<file path="config.mk">
export PLATFORM = sky130hd
export DESIGN_NAME = agpfw_hub_flat
export DESIGN_NICKNAME = d
export VERILOG_FILES = /design/src/logic/agpfw_pkg.sv /design/src/logic/agpfw_if.sv /design/src/logic/agpfw_hub.sv /design/src/logic/agpfw_blkcnt.sv /design/src/flat_wrapper.sv
export SDC_FILE = /design/constraint.sdc
export NUM_CORES = 1
export LEC_CHECK = 0
export BUFFER_PORTS_ARGS = -buffer_cell sky130_fd_sc_hd__buf_2
export CAP_MARGIN = 40
export CORE_ASPECT_RATIO = 1.5
export CORE_UTILIZATION = 50
export CTS_BUF_LIST = sky130_fd_sc_hd__clkbuf_4 sky130_fd_sc_hd__clkbuf_8
export DETAILED_ROUTE_END_ITERATION = 10
export GPL_ROUTABILITY_DRIVEN = 1
export PLACE_DENSITY = 0.85
export SYNTH_ARGS = -nofsm -noshare
export SYNTH_HDL_FRONTEND = slang
export SYNTH_SLANG_ARGS = --single-unit
export TNS_END_PERCENT = 100
</file>
<file path="constraint.sdc">
create_clock -name core_clk_i -period 2.1 [get_ports core_clk_i]
set_input_delay 0.21 -clock core_clk_i [delete_from_list [all_inputs] [get_ports core_clk_i]]
set_output_delay 0.21 -clock core_clk_i [all_outputs]
set_load 0.1 [all_outputs]
</file>
<file path="src/logic/agpfw_pkg.sv">
// agpfw_pkg: shared constants and types for the graphics port handshake.
// assumes both ends run on one 40 MHz port clock.
package agpfw_pkg;
  // port operating modes
  typedef enum logic [1:0] {
    AGPFW_MODE_FRAME,
    AGPFW_MODE_FASTWR,
    AGPFW_MODE_PIPE,
    AGPFW_MODE_SBA
  } agpfw_mode_t;
  localparam int unsigned AD_W = 32; // address/data bus width
  localparam int unsigned CBE_W = 4; // command/byte-enable width
  localparam int unsigned BLOCK_BYTES = 32; // fast write block size
  localparam int unsigned BYTES_PER_PHASE = 4; // one dword per phase
  localparam int unsigned BLOCK_PHASES = BLOCK_BYTES / BYTES_PER_PHASE;
  localparam int unsigned LEN_W = 8; // transfer length in dwords
  localparam logic [2:0] BLOCK_LAST = 3'h7; // last phase index of a block
  localparam logic [AD_W-1:0] AD_RST = 32'h0000_0000; // reset of latches
  localparam logic [CBE_W-1:0] CBE_RST = 4'hf; // idle byte enables
endpackage : agpfw_pkg

</file>
<file path="src/logic/agpfw_if.sv">
// agpfw_if: the shared handshake wires between hub and graphics end.
// assumes a testbench resolves each line from the two output enables.
`timescale 1ns/10ps
`default_nettype none
interface agpfw_if (
  input wire logic core_clk_i
);
  // hub side drives, oe low means driving
  logic hub_frame_n, hub_frame_oe_n;
  logic hub_irdy_n, hub_irdy_oe_n;
  logic hub_trdy_n, hub_trdy_oe_n;
  logic hub_stop_n, hub_stop_oe_n;
  logic [31:0] hub_ad;
  logic hub_ad_oe_n;
  logic [3:0] hub_cbe_n;
  logic hub_cbe_oe_n;
  // graphics side drives
  logic gfx_frame_n, gfx_frame_oe_n;
  logic gfx_initiator_ready_n, gfx_irdy_oe_n;
  logic gfx_target_ready_n, gfx_trdy_oe_n;
  logic gfx_stop_n, gfx_stop_oe_n;
  logic [31:0] gfx_ad;
  logic gfx_ad_oe_n;
  logic [3:0] gfx_cmd_byte_en_n;
  logic gfx_cbe_oe_n;
  // resolved wire levels, computed by the testbench
  logic frame_n, irdy_n, trdy_n, stop_n;
  logic [31:0] ad;
  logic [3:0] cbe_n;
  modport hub (
    input core_clk_i, frame_n, irdy_n, trdy_n, stop_n, ad, cbe_n,
    output hub_frame_n, hub_frame_oe_n, hub_irdy_n, hub_irdy_oe_n,
    output hub_trdy_n, hub_trdy_oe_n, hub_stop_n, hub_stop_oe_n,
    output hub_ad, hub_ad_oe_n, hub_cbe_n, hub_cbe_oe_n
  );
  modport gfx (
    input core_clk_i, frame_n, irdy_n, trdy_n, stop_n, ad, cbe_n,
    output gfx_frame_n, gfx_frame_oe_n, gfx_initiator_ready_n,
    output gfx_irdy_oe_n, gfx_target_ready_n, gfx_trdy_oe_n,
    output gfx_stop_n, gfx_stop_oe_n, gfx_ad, gfx_ad_oe_n,
    output gfx_cmd_byte_en_n, gfx_cbe_oe_n
  );
endinterface : agpfw_if
`default_nettype wire

</file>
<file path="src/logic/agpfw_hub.sv">
// agpfw_hub: hub end of the graphics port frame / fast write handshake.
// assumes the graphics end keeps its own block pacing; one clock domain.
// How it works
// - frame mode follows classic pci handshakes
// - frame and stop idle in pipe/sideband
// - fast write: hub drives frame out
// - initiator holds frame through the access
// - target latches cmd and address on frame
// - ready lines only pace data phases
// - irdy driven as initiator, sampled as target
// - once irdy asserted, no master waits inside a block
// - master pauses only at block boundaries
// - trdy sampled as initiator, driven as target
// - target readies per whole transfer or block
// - target waits only between blocks
// - no early trdy before first throttle
// - stop sampled as initiator, driven as target
`timescale 1ns/10ps
`default_nettype none
module agpfw_hub (
  input wire logic core_clk_i,
  input wire logic nrst_i,
  agpfw_if.hub bus,
  input wire agpfw_pkg::agpfw_mode_t mode_i,
  input wire logic start_i,
  input wire logic [3:0] cmd_i,
  input wire logic [31:0] addr_i,
  input wire logic [7:0] len_i,
  input wire logic [31:0] wdata_i,
  input wire logic wdata_ok_i,
  input wire logic tgt_ready_i,
  input wire logic tgt_stop_i,
  output logic busy_o,
  output logic wdata_take_o,
  output logic done_o,
  output logic abort_o,
  output logic hit_o,
  output logic [3:0] hit_cmd_o,
  output logic [31:0] hit_addr_o,
  output logic [31:0] rx_data_o,
  output logic rx_valid_o
);
  typedef enum logic [2:0] {
    AGPFW_IDLE, AGPFW_ADDR, AGPFW_DATA, AGPFW_WAIT, AGPFW_TDATA
  } agpfw_hst_t;
  agpfw_hst_t st_q; // hub handshake state
  logic [7:0] left_q; // dwords still to send
  logic busy_q, take_q, done_q, abort_q, hit_q, rxv_q;
  logic [3:0] hcmd_q;
  logic [31:0] haddr_q, rxd_q;
  logic frame_q, frame_oe_q, irdy_q, irdy_oe_q; // initiator lines
  logic trdy_q, trdy_oe_q, stop_q, stop_oe_q; // target lines
  logic [31:0] ad_q;
  logic ad_oe_q;
  logic [3:0] cbe_q;
  logic cbe_oe_q;
  logic frame_mode, fw_mode, phase_done, blk_edge;
  // pipe/sideband keeps frame and stop idle
  assign frame_mode = (mode_i == agpfw_pkg::AGPFW_MODE_FRAME);
  assign fw_mode = (mode_i == agpfw_pkg::AGPFW_MODE_FASTWR);
  // a data phase completes when both ready lines are low
  assign phase_done = !bus.irdy_n && !bus.trdy_n;
  agpfw_blkcnt u_blk (
    .core_clk_i(core_clk_i),
    .nrst_i(nrst_i),
    .clr_i(st_q == AGPFW_IDLE),
    .adv_i(st_q == AGPFW_DATA && phase_done),
    .idx_o(),
    .at_edge_o(blk_edge)
  );
  // main sequencer: initiator and target roles
  always_ff @(posedge core_clk_i or negedge nrst_i) begin
    if (!nrst_i) begin
      st_q <= AGPFW_IDLE;
      left_q <= 8'h00;
      frame_q <= 1'b1;
      irdy_q <= 1'b1;
      trdy_q <= 1'b1;
      stop_q <= 1'b1;
      frame_oe_q <= 1'b1;
      irdy_oe_q <= 1'b1;
      trdy_oe_q <= 1'b1;
      stop_oe_q <= 1'b1;
      ad_q <= agpfw_pkg::AD_RST;
      ad_oe_q <= 1'b1;
      cbe_q <= agpfw_pkg::CBE_RST;
      cbe_oe_q <= 1'b1;
      take_q <= 1'b0;
      done_q <= 1'b0;
      abort_q <= 1'b0;
      hit_q <= 1'b0;
      hcmd_q <= agpfw_pkg::CBE_RST;
      haddr_q <= agpfw_pkg::AD_RST;
      rxd_q <= agpfw_pkg::AD_RST;
      rxv_q <= 1'b0;
      busy_q <= 1'b0;
    end else begin
      take_q <= 1'b0;
      done_q <= 1'b0;
      abort_q <= 1'b0;
      hit_q <= 1'b0;
      rxv_q <= 1'b0;
      unique case (st_q)
        AGPFW_IDLE: begin
          // release every line not owned in this role
          frame_oe_q <= 1'b1;
          irdy_oe_q <= 1'b1;
          trdy_oe_q <= 1'b1;
          stop_oe_q <= 1'b1;
          ad_oe_q <= 1'b1;
          cbe_oe_q <= 1'b1;
          busy_q <= 1'b0;
          if (start_i && (frame_mode || fw_mode) && len_i != 8'h00) begin
            // address phase as initiator, frame driven out
            frame_q <= 1'b0;
            frame_oe_q <= 1'b0;
            ad_q <= addr_i;
            ad_oe_q <= 1'b0;
            cbe_q <= cmd_i;
            cbe_oe_q <= 1'b0;
            irdy_q <= 1'b1;
            irdy_oe_q <= 1'b0;
            left_q <= len_i;
            busy_q <= 1'b1;
            st_q <= AGPFW_ADDR;
          end else if (frame_mode && !bus.frame_n) begin
            // target: capture command and address on first low frame
            hcmd_q <= bus.cbe_n;
            haddr_q <= bus.ad;
            hit_q <= 1'b1;
            trdy_q <= 1'b1;
            trdy_oe_q <= 1'b0;
            stop_q <= 1'b1;
            stop_oe_q <= 1'b0;
            busy_q <= 1'b1;
            st_q <= AGPFW_TDATA;
          end
        end
        AGPFW_ADDR, AGPFW_WAIT: begin
          // master asserts irdy only when all block data is at hand
          ad_q <= wdata_i;
          cbe_q <= 4'h0;
          if (wdata_ok_i) begin
            irdy_q <= 1'b0;
            take_q <= 1'b1;
            st_q <= AGPFW_DATA;
            // last phase: frame may only rise together with irdy low,
            // else the bus would look idle during a master pause
            if (left_q == 8'h01) begin
              frame_q <= 1'b1;
            end
          end else begin
            irdy_q <= 1'b1;
            st_q <= AGPFW_WAIT;
          end
        end
        AGPFW_DATA: begin
          if (!bus.stop_n) begin
            // target disconnect / retry / abort ends the access
            frame_q <= 1'b1;
            irdy_q <= 1'b1;
            abort_q <= 1'b1;
            st_q <= AGPFW_IDLE;
          end else if (phase_done) begin
            left_q <= left_q - 8'h01;
            if (left_q == 8'h01) begin
              irdy_q <= 1'b1;
              frame_q <= 1'b1;
              done_q <= 1'b1;
              st_q <= AGPFW_IDLE;
            end else if (blk_edge && !wdata_ok_i) begin
              // only a block boundary may carry a master wait
              irdy_q <= 1'b1;
              st_q <= AGPFW_WAIT;
            end else begin
              // inside a block irdy stays low, no waits
              ad_q <= wdata_i;
              take_q <= 1'b1;
              if (left_q == 8'h02) begin
                frame_q <= 1'b1;
              end
            end
          end
        end
        AGPFW_TDATA: begin
          // target side: readiness and stop come from the user
          trdy_q <= !tgt_ready_i;
          stop_q <= !tgt_stop_i;
          if (!bus.irdy_n && !trdy_q) begin
            rxd_q <= bus.ad;
            rxv_q <= 1'b1;
          end
          if (bus.frame_n && (!trdy_q || !stop_q) && !bus.irdy_n) begin
            // last phase finished: turn lines back around
            trdy_q <= 1'b1;
            stop_q <= 1'b1;
            done_q <= 1'b1;
            st_q <= AGPFW_IDLE;
          end
        end
        default: begin
          st_q <= AGPFW_IDLE;
        end
      endcase
    end
  end
  assign bus.hub_frame_n = frame_q;
  assign bus.hub_frame_oe_n = frame_oe_q;
  assign bus.hub_irdy_n = irdy_q;
  assign bus.hub_irdy_oe_n = irdy_oe_q;
  assign bus.hub_trdy_n = trdy_q;
  assign bus.hub_trdy_oe_n = trdy_oe_q;
  assign bus.hub_stop_n = stop_q;
  assign bus.hub_stop_oe_n = stop_oe_q;
  assign bus.hub_ad = ad_q;
  assign bus.hub_ad_oe_n = ad_oe_q;
  assign bus.hub_cbe_n = cbe_q;
  assign bus.hub_cbe_oe_n = cbe_oe_q;
  assign busy_o = busy_q;
  assign wdata_take_o = take_q;
  assign done_o = done_q;
  assign abort_o = abort_q;
  assign hit_o = hit_q;
  assign hit_cmd_o = hcmd_q;
  assign hit_addr_o = haddr_q;
  assign rx_data_o = rxd_q;
  assign rx_valid_o = rxv_q;
endmodule : agpfw_hub
`default_nettype wire

</file>
<file path="src/logic/agpfw_blkcnt.sv">
// agpfw_blkcnt: counts data phases inside a 32-byte block.
// assumes adv_i pulses once per completed dword phase.
`timescale 1ns/10ps
`default_nettype none
module agpfw_blkcnt (
  input wire logic core_clk_i,
  input wire logic nrst_i,
  input wire logic clr_i,
  input wire logic adv_i,
  output logic [2:0] idx_o,
  output logic at_edge_o
);
  logic [2:0] idx_q; // phase index in current block
  // wraps every eight dwords
  always_ff @(posedge core_clk_i or negedge nrst_i) begin
    if (!nrst_i) begin
      idx_q <= 3'h0;
    end else if (clr_i) begin
      idx_q <= 3'h0;
    end else if (adv_i) begin
      idx_q <= idx_q + 3'h1;
    end
  end
  assign idx_o = idx_q;
  // true on the last phase of a block
  assign at_edge_o = (idx_q == agpfw_pkg::BLOCK_LAST);
endmodule : agpfw_blkcnt
`default_nettype wire

</file>
<file path="src/flat_wrapper.sv">
// flat-port wrapper written by rule: the top's interface ports become plain ports
module agpfw_hub_flat 
  (core_clk_i, nrst_i, mode_i, start_i, cmd_i, addr_i, len_i, wdata_i, wdata_ok_i, tgt_ready_i, tgt_stop_i, busy_o, wdata_take_o, done_o, abort_o, hit_o, hit_cmd_o, hit_addr_o, rx_data_o, rx_valid_o, bus_frame_n, bus_irdy_n, bus_trdy_n, bus_stop_n, bus_ad, bus_cbe_n, bus_hub_frame_n, bus_hub_frame_oe_n, bus_hub_irdy_n, bus_hub_irdy_oe_n, bus_hub_trdy_n, bus_hub_trdy_oe_n, bus_hub_stop_n, bus_hub_stop_oe_n, bus_hub_ad, bus_hub_ad_oe_n, bus_hub_cbe_n, bus_hub_cbe_oe_n);
  agpfw_if bus_i (.core_clk_i(core_clk_i));
  input wire logic core_clk_i;
  input wire logic nrst_i;
  input wire agpfw_pkg::agpfw_mode_t mode_i;
  input wire logic start_i;
  input wire logic [3:0] cmd_i;
  input wire logic [31:0] addr_i;
  input wire logic [7:0] len_i;
  input wire logic [31:0] wdata_i;
  input wire logic wdata_ok_i;
  input wire logic tgt_ready_i;
  input wire logic tgt_stop_i;
  output logic busy_o;
  output logic wdata_take_o;
  output logic done_o;
  output logic abort_o;
  output logic hit_o;
  output logic [3:0] hit_cmd_o;
  output logic [31:0] hit_addr_o;
  output logic [31:0] rx_data_o;
  output logic rx_valid_o;
  input wire logic [$bits(bus_i.frame_n)-1:0] bus_frame_n;
  input wire logic [$bits(bus_i.irdy_n)-1:0] bus_irdy_n;
  input wire logic [$bits(bus_i.trdy_n)-1:0] bus_trdy_n;
  input wire logic [$bits(bus_i.stop_n)-1:0] bus_stop_n;
  input wire logic [$bits(bus_i.ad)-1:0] bus_ad;
  input wire logic [$bits(bus_i.cbe_n)-1:0] bus_cbe_n;
  output wire logic [$bits(bus_i.hub_frame_n)-1:0] bus_hub_frame_n;
  output wire logic [$bits(bus_i.hub_frame_oe_n)-1:0] bus_hub_frame_oe_n;
  output wire logic [$bits(bus_i.hub_irdy_n)-1:0] bus_hub_irdy_n;
  output wire logic [$bits(bus_i.hub_irdy_oe_n)-1:0] bus_hub_irdy_oe_n;
  output wire logic [$bits(bus_i.hub_trdy_n)-1:0] bus_hub_trdy_n;
  output wire logic [$bits(bus_i.hub_trdy_oe_n)-1:0] bus_hub_trdy_oe_n;
  output wire logic [$bits(bus_i.hub_stop_n)-1:0] bus_hub_stop_n;
  output wire logic [$bits(bus_i.hub_stop_oe_n)-1:0] bus_hub_stop_oe_n;
  output wire logic [$bits(bus_i.hub_ad)-1:0] bus_hub_ad;
  output wire logic [$bits(bus_i.hub_ad_oe_n)-1:0] bus_hub_ad_oe_n;
  output wire logic [$bits(bus_i.hub_cbe_n)-1:0] bus_hub_cbe_n;
  output wire logic [$bits(bus_i.hub_cbe_oe_n)-1:0] bus_hub_cbe_oe_n;
  assign bus_i.frame_n = bus_frame_n;
  assign bus_i.irdy_n = bus_irdy_n;
  assign bus_i.trdy_n = bus_trdy_n;
  assign bus_i.stop_n = bus_stop_n;
  assign bus_i.ad = bus_ad;
  assign bus_i.cbe_n = bus_cbe_n;
  assign bus_hub_frame_n = bus_i.hub_frame_n;
  assign bus_hub_frame_oe_n = bus_i.hub_frame_oe_n;
  assign bus_hub_irdy_n = bus_i.hub_irdy_n;
  assign bus_hub_irdy_oe_n = bus_i.hub_irdy_oe_n;
  assign bus_hub_trdy_n = bus_i.hub_trdy_n;
  assign bus_hub_trdy_oe_n = bus_i.hub_trdy_oe_n;
  assign bus_hub_stop_n = bus_i.hub_stop_n;
  assign bus_hub_stop_oe_n = bus_i.hub_stop_oe_n;
  assign bus_hub_ad = bus_i.hub_ad;
  assign bus_hub_ad_oe_n = bus_i.hub_ad_oe_n;
  assign bus_hub_cbe_n = bus_i.hub_cbe_n;
  assign bus_hub_cbe_oe_n = bus_i.hub_cbe_oe_n;
  agpfw_hub u_core (.core_clk_i(core_clk_i), .nrst_i(nrst_i), .bus(bus_i), .mode_i(mode_i), .start_i(start_i), .cmd_i(cmd_i), .addr_i(addr_i), .len_i(len_i), .wdata_i(wdata_i), .wdata_ok_i(wdata_ok_i), .tgt_ready_i(tgt_ready_i), .tgt_stop_i(tgt_stop_i), .busy_o(busy_o), .wdata_take_o(wdata_take_o), .done_o(done_o), .abort_o(abort_o), .hit_o(hit_o), .hit_cmd_o(hit_cmd_o), .hit_addr_o(hit_addr_o), .rx_data_o(rx_data_o), .rx_valid_o(rx_valid_o));
endmodule
</file>
==> results_dict.tcl <==
set metrics [dict create \
    antenna_found_initial 0 \
    worstHoldPathType "in -> reg" \
    area_growth_pct 32.5 \
    worstSetupPathType "reg -> reg" \
    cts_resized 0 \
    worstHoldStart "bus_ad[7]" \
    port_buffers 243 \
    overflow 0 \
    nNetsFinal 817 \
    hold_depth 2 \
    cts_hold_buf 5 \
    fin_ws_ps 98.6 \
    crit_fanout 32 \
    period_minus_slack_ps 2000 \
    worstMarginPinSlew_ps 528 \
    path_cells "ha_1, ha_1, nand2b_1, nand4_1, a21oi_4, buf_12, mux2_2" \
    htree_levels 4 \
    yosysMostFrequentCell "mux2_2" \
    startpoint_type "register" \
    worstRegToRegCells 7 \
    clk_pin_slew_ps 90 \
    dp_slack_ps 109 \
    synth-edff-count 0 \
    die_x_um 89.9 \
    drtIter0Drc 180 \
    track_usage_pct 24.3 \
    dp_hpwl_um 10700 \
    yosysWarnings 0 \
    yosysTopAreaCell "dfrtp_1" \
    pin_count 244 \
    antenna_left 0 \
    tritoncts.num_buffers 17 \
    setup-violations-final 0 \
    hold_viol_final 0 \
    drt_pass1_iterations 4 \
    drv_cap 0 \
    syn_avg_cell_area_um2 13.6 \
    grt_pass1_vias 4812 \
    row_count 47 \
    syn-num-nets 556 \
    totalWireLength_um 14200 \
    synth_area_um2 5800 \
    yosys_most_used_dff "dfrtp_1" \
    postCtsSetupRepairBufs 0 \
    start_util_pct 51.9 \
    crit_slowest_cell "dfrtp_1" \
    slew_viol_final 0 \
    core_um2 11200 \
    arrival_ps 2300 \
    tns_ps 0 \
    max_stage_delay_ps 410 \
    die-area_um2 12000 \
    routedWlPerCell_um 16.7 \
    vias 4398 \
    cts.path.max_buffers 2 \
    cp.required_ps 2390 \
    fmax_mhz 500 \
    route.detailed.drc 0 \
    drive_above_1_share_pct 63.9 \
    netlist.area_leader.share_pct 50.1 \
    cts_root_buf "clkbuf_8" \
    critPathCaptureType "register" \
    rsz0062_at_grt "false" \
    syn_inst 427 \
    outcome "finished clean" \
    setup.worst_path.start "u_core.u_blk.idx_o[0]$_DFFE_PN0P_" \
    finalCritPeriodShare_pct 95.3 \
    n_antenna_cell 0 \
    async_flop_share_pct 100 \
    grt_pass1_wl_um 23100 \
    netlist_top_cells_area "dfrtp_1 50%, mux2_2 24%, dfstp_2 6.3%" \
    synth_seq_cells 130 \
    grt_max_degree 59 \
    chipHeight_um 134 \
    final_util_pct 68.8 \
    rr_startpoint "u_core.u_blk.idx_o[0]$_DFFE_PN0P_" \
    routed_via_density 5.19 \
    cp_common_cell "ha_1" \
    synthDistinctLibCells 48 \
    clock_latency_ps 420 \
    fin_skew_ps 11.2 \
    slew-limit-headroom_pct 64.8 \
    ys_seq_area_share_pct 56.4 \
    cts_tree "done" \
    clock_sinks 130 \
    place.gp.congestion 0.813 \
    ys_top_cells_by_count "124 x mux2_2, 116 x dfrtp_1, 25 x nand2_1" \
]
registers in the layout (all words and copies together) (netlist names), 3 cells and up:
register / cells
u_core.u_blk.idx_o: 3
u_core.hit_cmd_o: 4
u_core.hit_addr_o: 32
u_core.left_q: 8
u_core.st_q: 3
u_core.bus.hub_cbe_n: 4
u_core.bus.hub_ad: 32
u_core.rx_data_o: 32
cell type report:
type,instances,area (µm²)
well taps,147,184
repair buffers,267,1480
clock inverters,14,131
flip-flops and latches,130,3270
multi-input cells,266,2350
clock buffers,18,241
fillers,836,3490
inverters,6,22.5
worst paths after layout:
kind | to | slack (ps)
hold reg to reg | u_core.bus.hub_ad[7]$_DFFE_PN0P_ | 490
max in group asynchronous | u_core.bus.hub_cbe_n[1]$_DFFE_PN1P_ | 1060
min in group asynchronous | u_core.abort_o$_DFF_PN0_ | 320
setup reg to reg | u_core.bus.hub_ad[12]$_DFFE_PN0P_ | 100
hold / removal | u_core.hit_addr_o[7]$_DFFE_PN0P_ | 40
setup / recovery | u_core.bus.hub_ad[12]$_DFFE_PN0P_ | 100
worst max-delay path: cells and delay by family (launching register included):
family                     cells  cell delay (ps)
and+or+nand+nor                2              300
AOI/OAI and AO/OA              1              200
muxes                          1              370
adders and majority gates      2              380
buffers and inverters          1              210
DFF                            1              410
routing by layer:
layer | routed length [µm] | track usage [%]
met1 | 5200 | 26.0
met3 | 1010 | 6.92
met4 | 250 | 9.41
met2 | 7730 | 45.1
met5 | 0 | 0
cell usage in the layout, fill, tap and decap left out, types with 3 or more instances in the layout:
| cell | netlist | layout |
|---|---|---|
| nor2_1 | 19 | 19 |
| o21a_1 | 3 | 3 |
| a22oi_1 | 3 | 3 |
| a2bb2oi_1 | 3 | 3 |
| a31oi_1 | 3 | 3 |
| clkbuf_8 | 0 | 17 |
| o22a_1 | 3 | 3 |
| nor2b_1 | 4 | 4 |
| buf_4 | 5 | 13 |
| dfrtp_1 | 116 | 116 |
| nand3_1 | 7 | 7 |
| inv_1 | 6 | 6 |
| buf_12 | 0 | 5 |
| dlygate4sd3_1 | 0 | 7 |
| o211ai_1 | 5 | 5 |
| and2_1 | 3 | 3 |
| nand2_1 | 25 | 24 |
| nand4_1 | 3 | 3 |
| mux2_4 | 7 | 7 |
| inv_6 | 0 | 5 |
| clkinvlp_4 | 0 | 4 |
| o21ai_0 | 12 | 12 |
| a21oi_1 | 7 | 7 |
| ha_1 | 5 | 5 |
| dfstp_2 | 14 | 14 |
| buf_2 | 10 | 242 |
| mux2_2 | 124 | 124 |
cells by family after synthesis:
group | share of synthesized area [%]
muxes | 26.1
DFF | 56.4
and+or+nand+nor | 6.86
AOI/OAI and AO/OA | 6.24
buffers and inverters | 3.19
adders and majority gates | 1.08
xor gates and xnor gates | 0.151
per-stage QoR:
step / cell area [µm²] / hold WS, ps / cells
2_1_floorplan: 5800 / -85.6 / 427
3_3_place_gp: 7240 / 207 / 809
3_5_place_dp: 7240 / 216 / 809
4_1_cts: 7660 / 0.101 / 846
5_1_grt: 7680 / 1.42 / 848
6_report: 7680 / 35.1 / 848
Power is left out: the tool's default activity adds up to more than one toggle a clock period on the data nets, which glitch-free logic cannot reach.
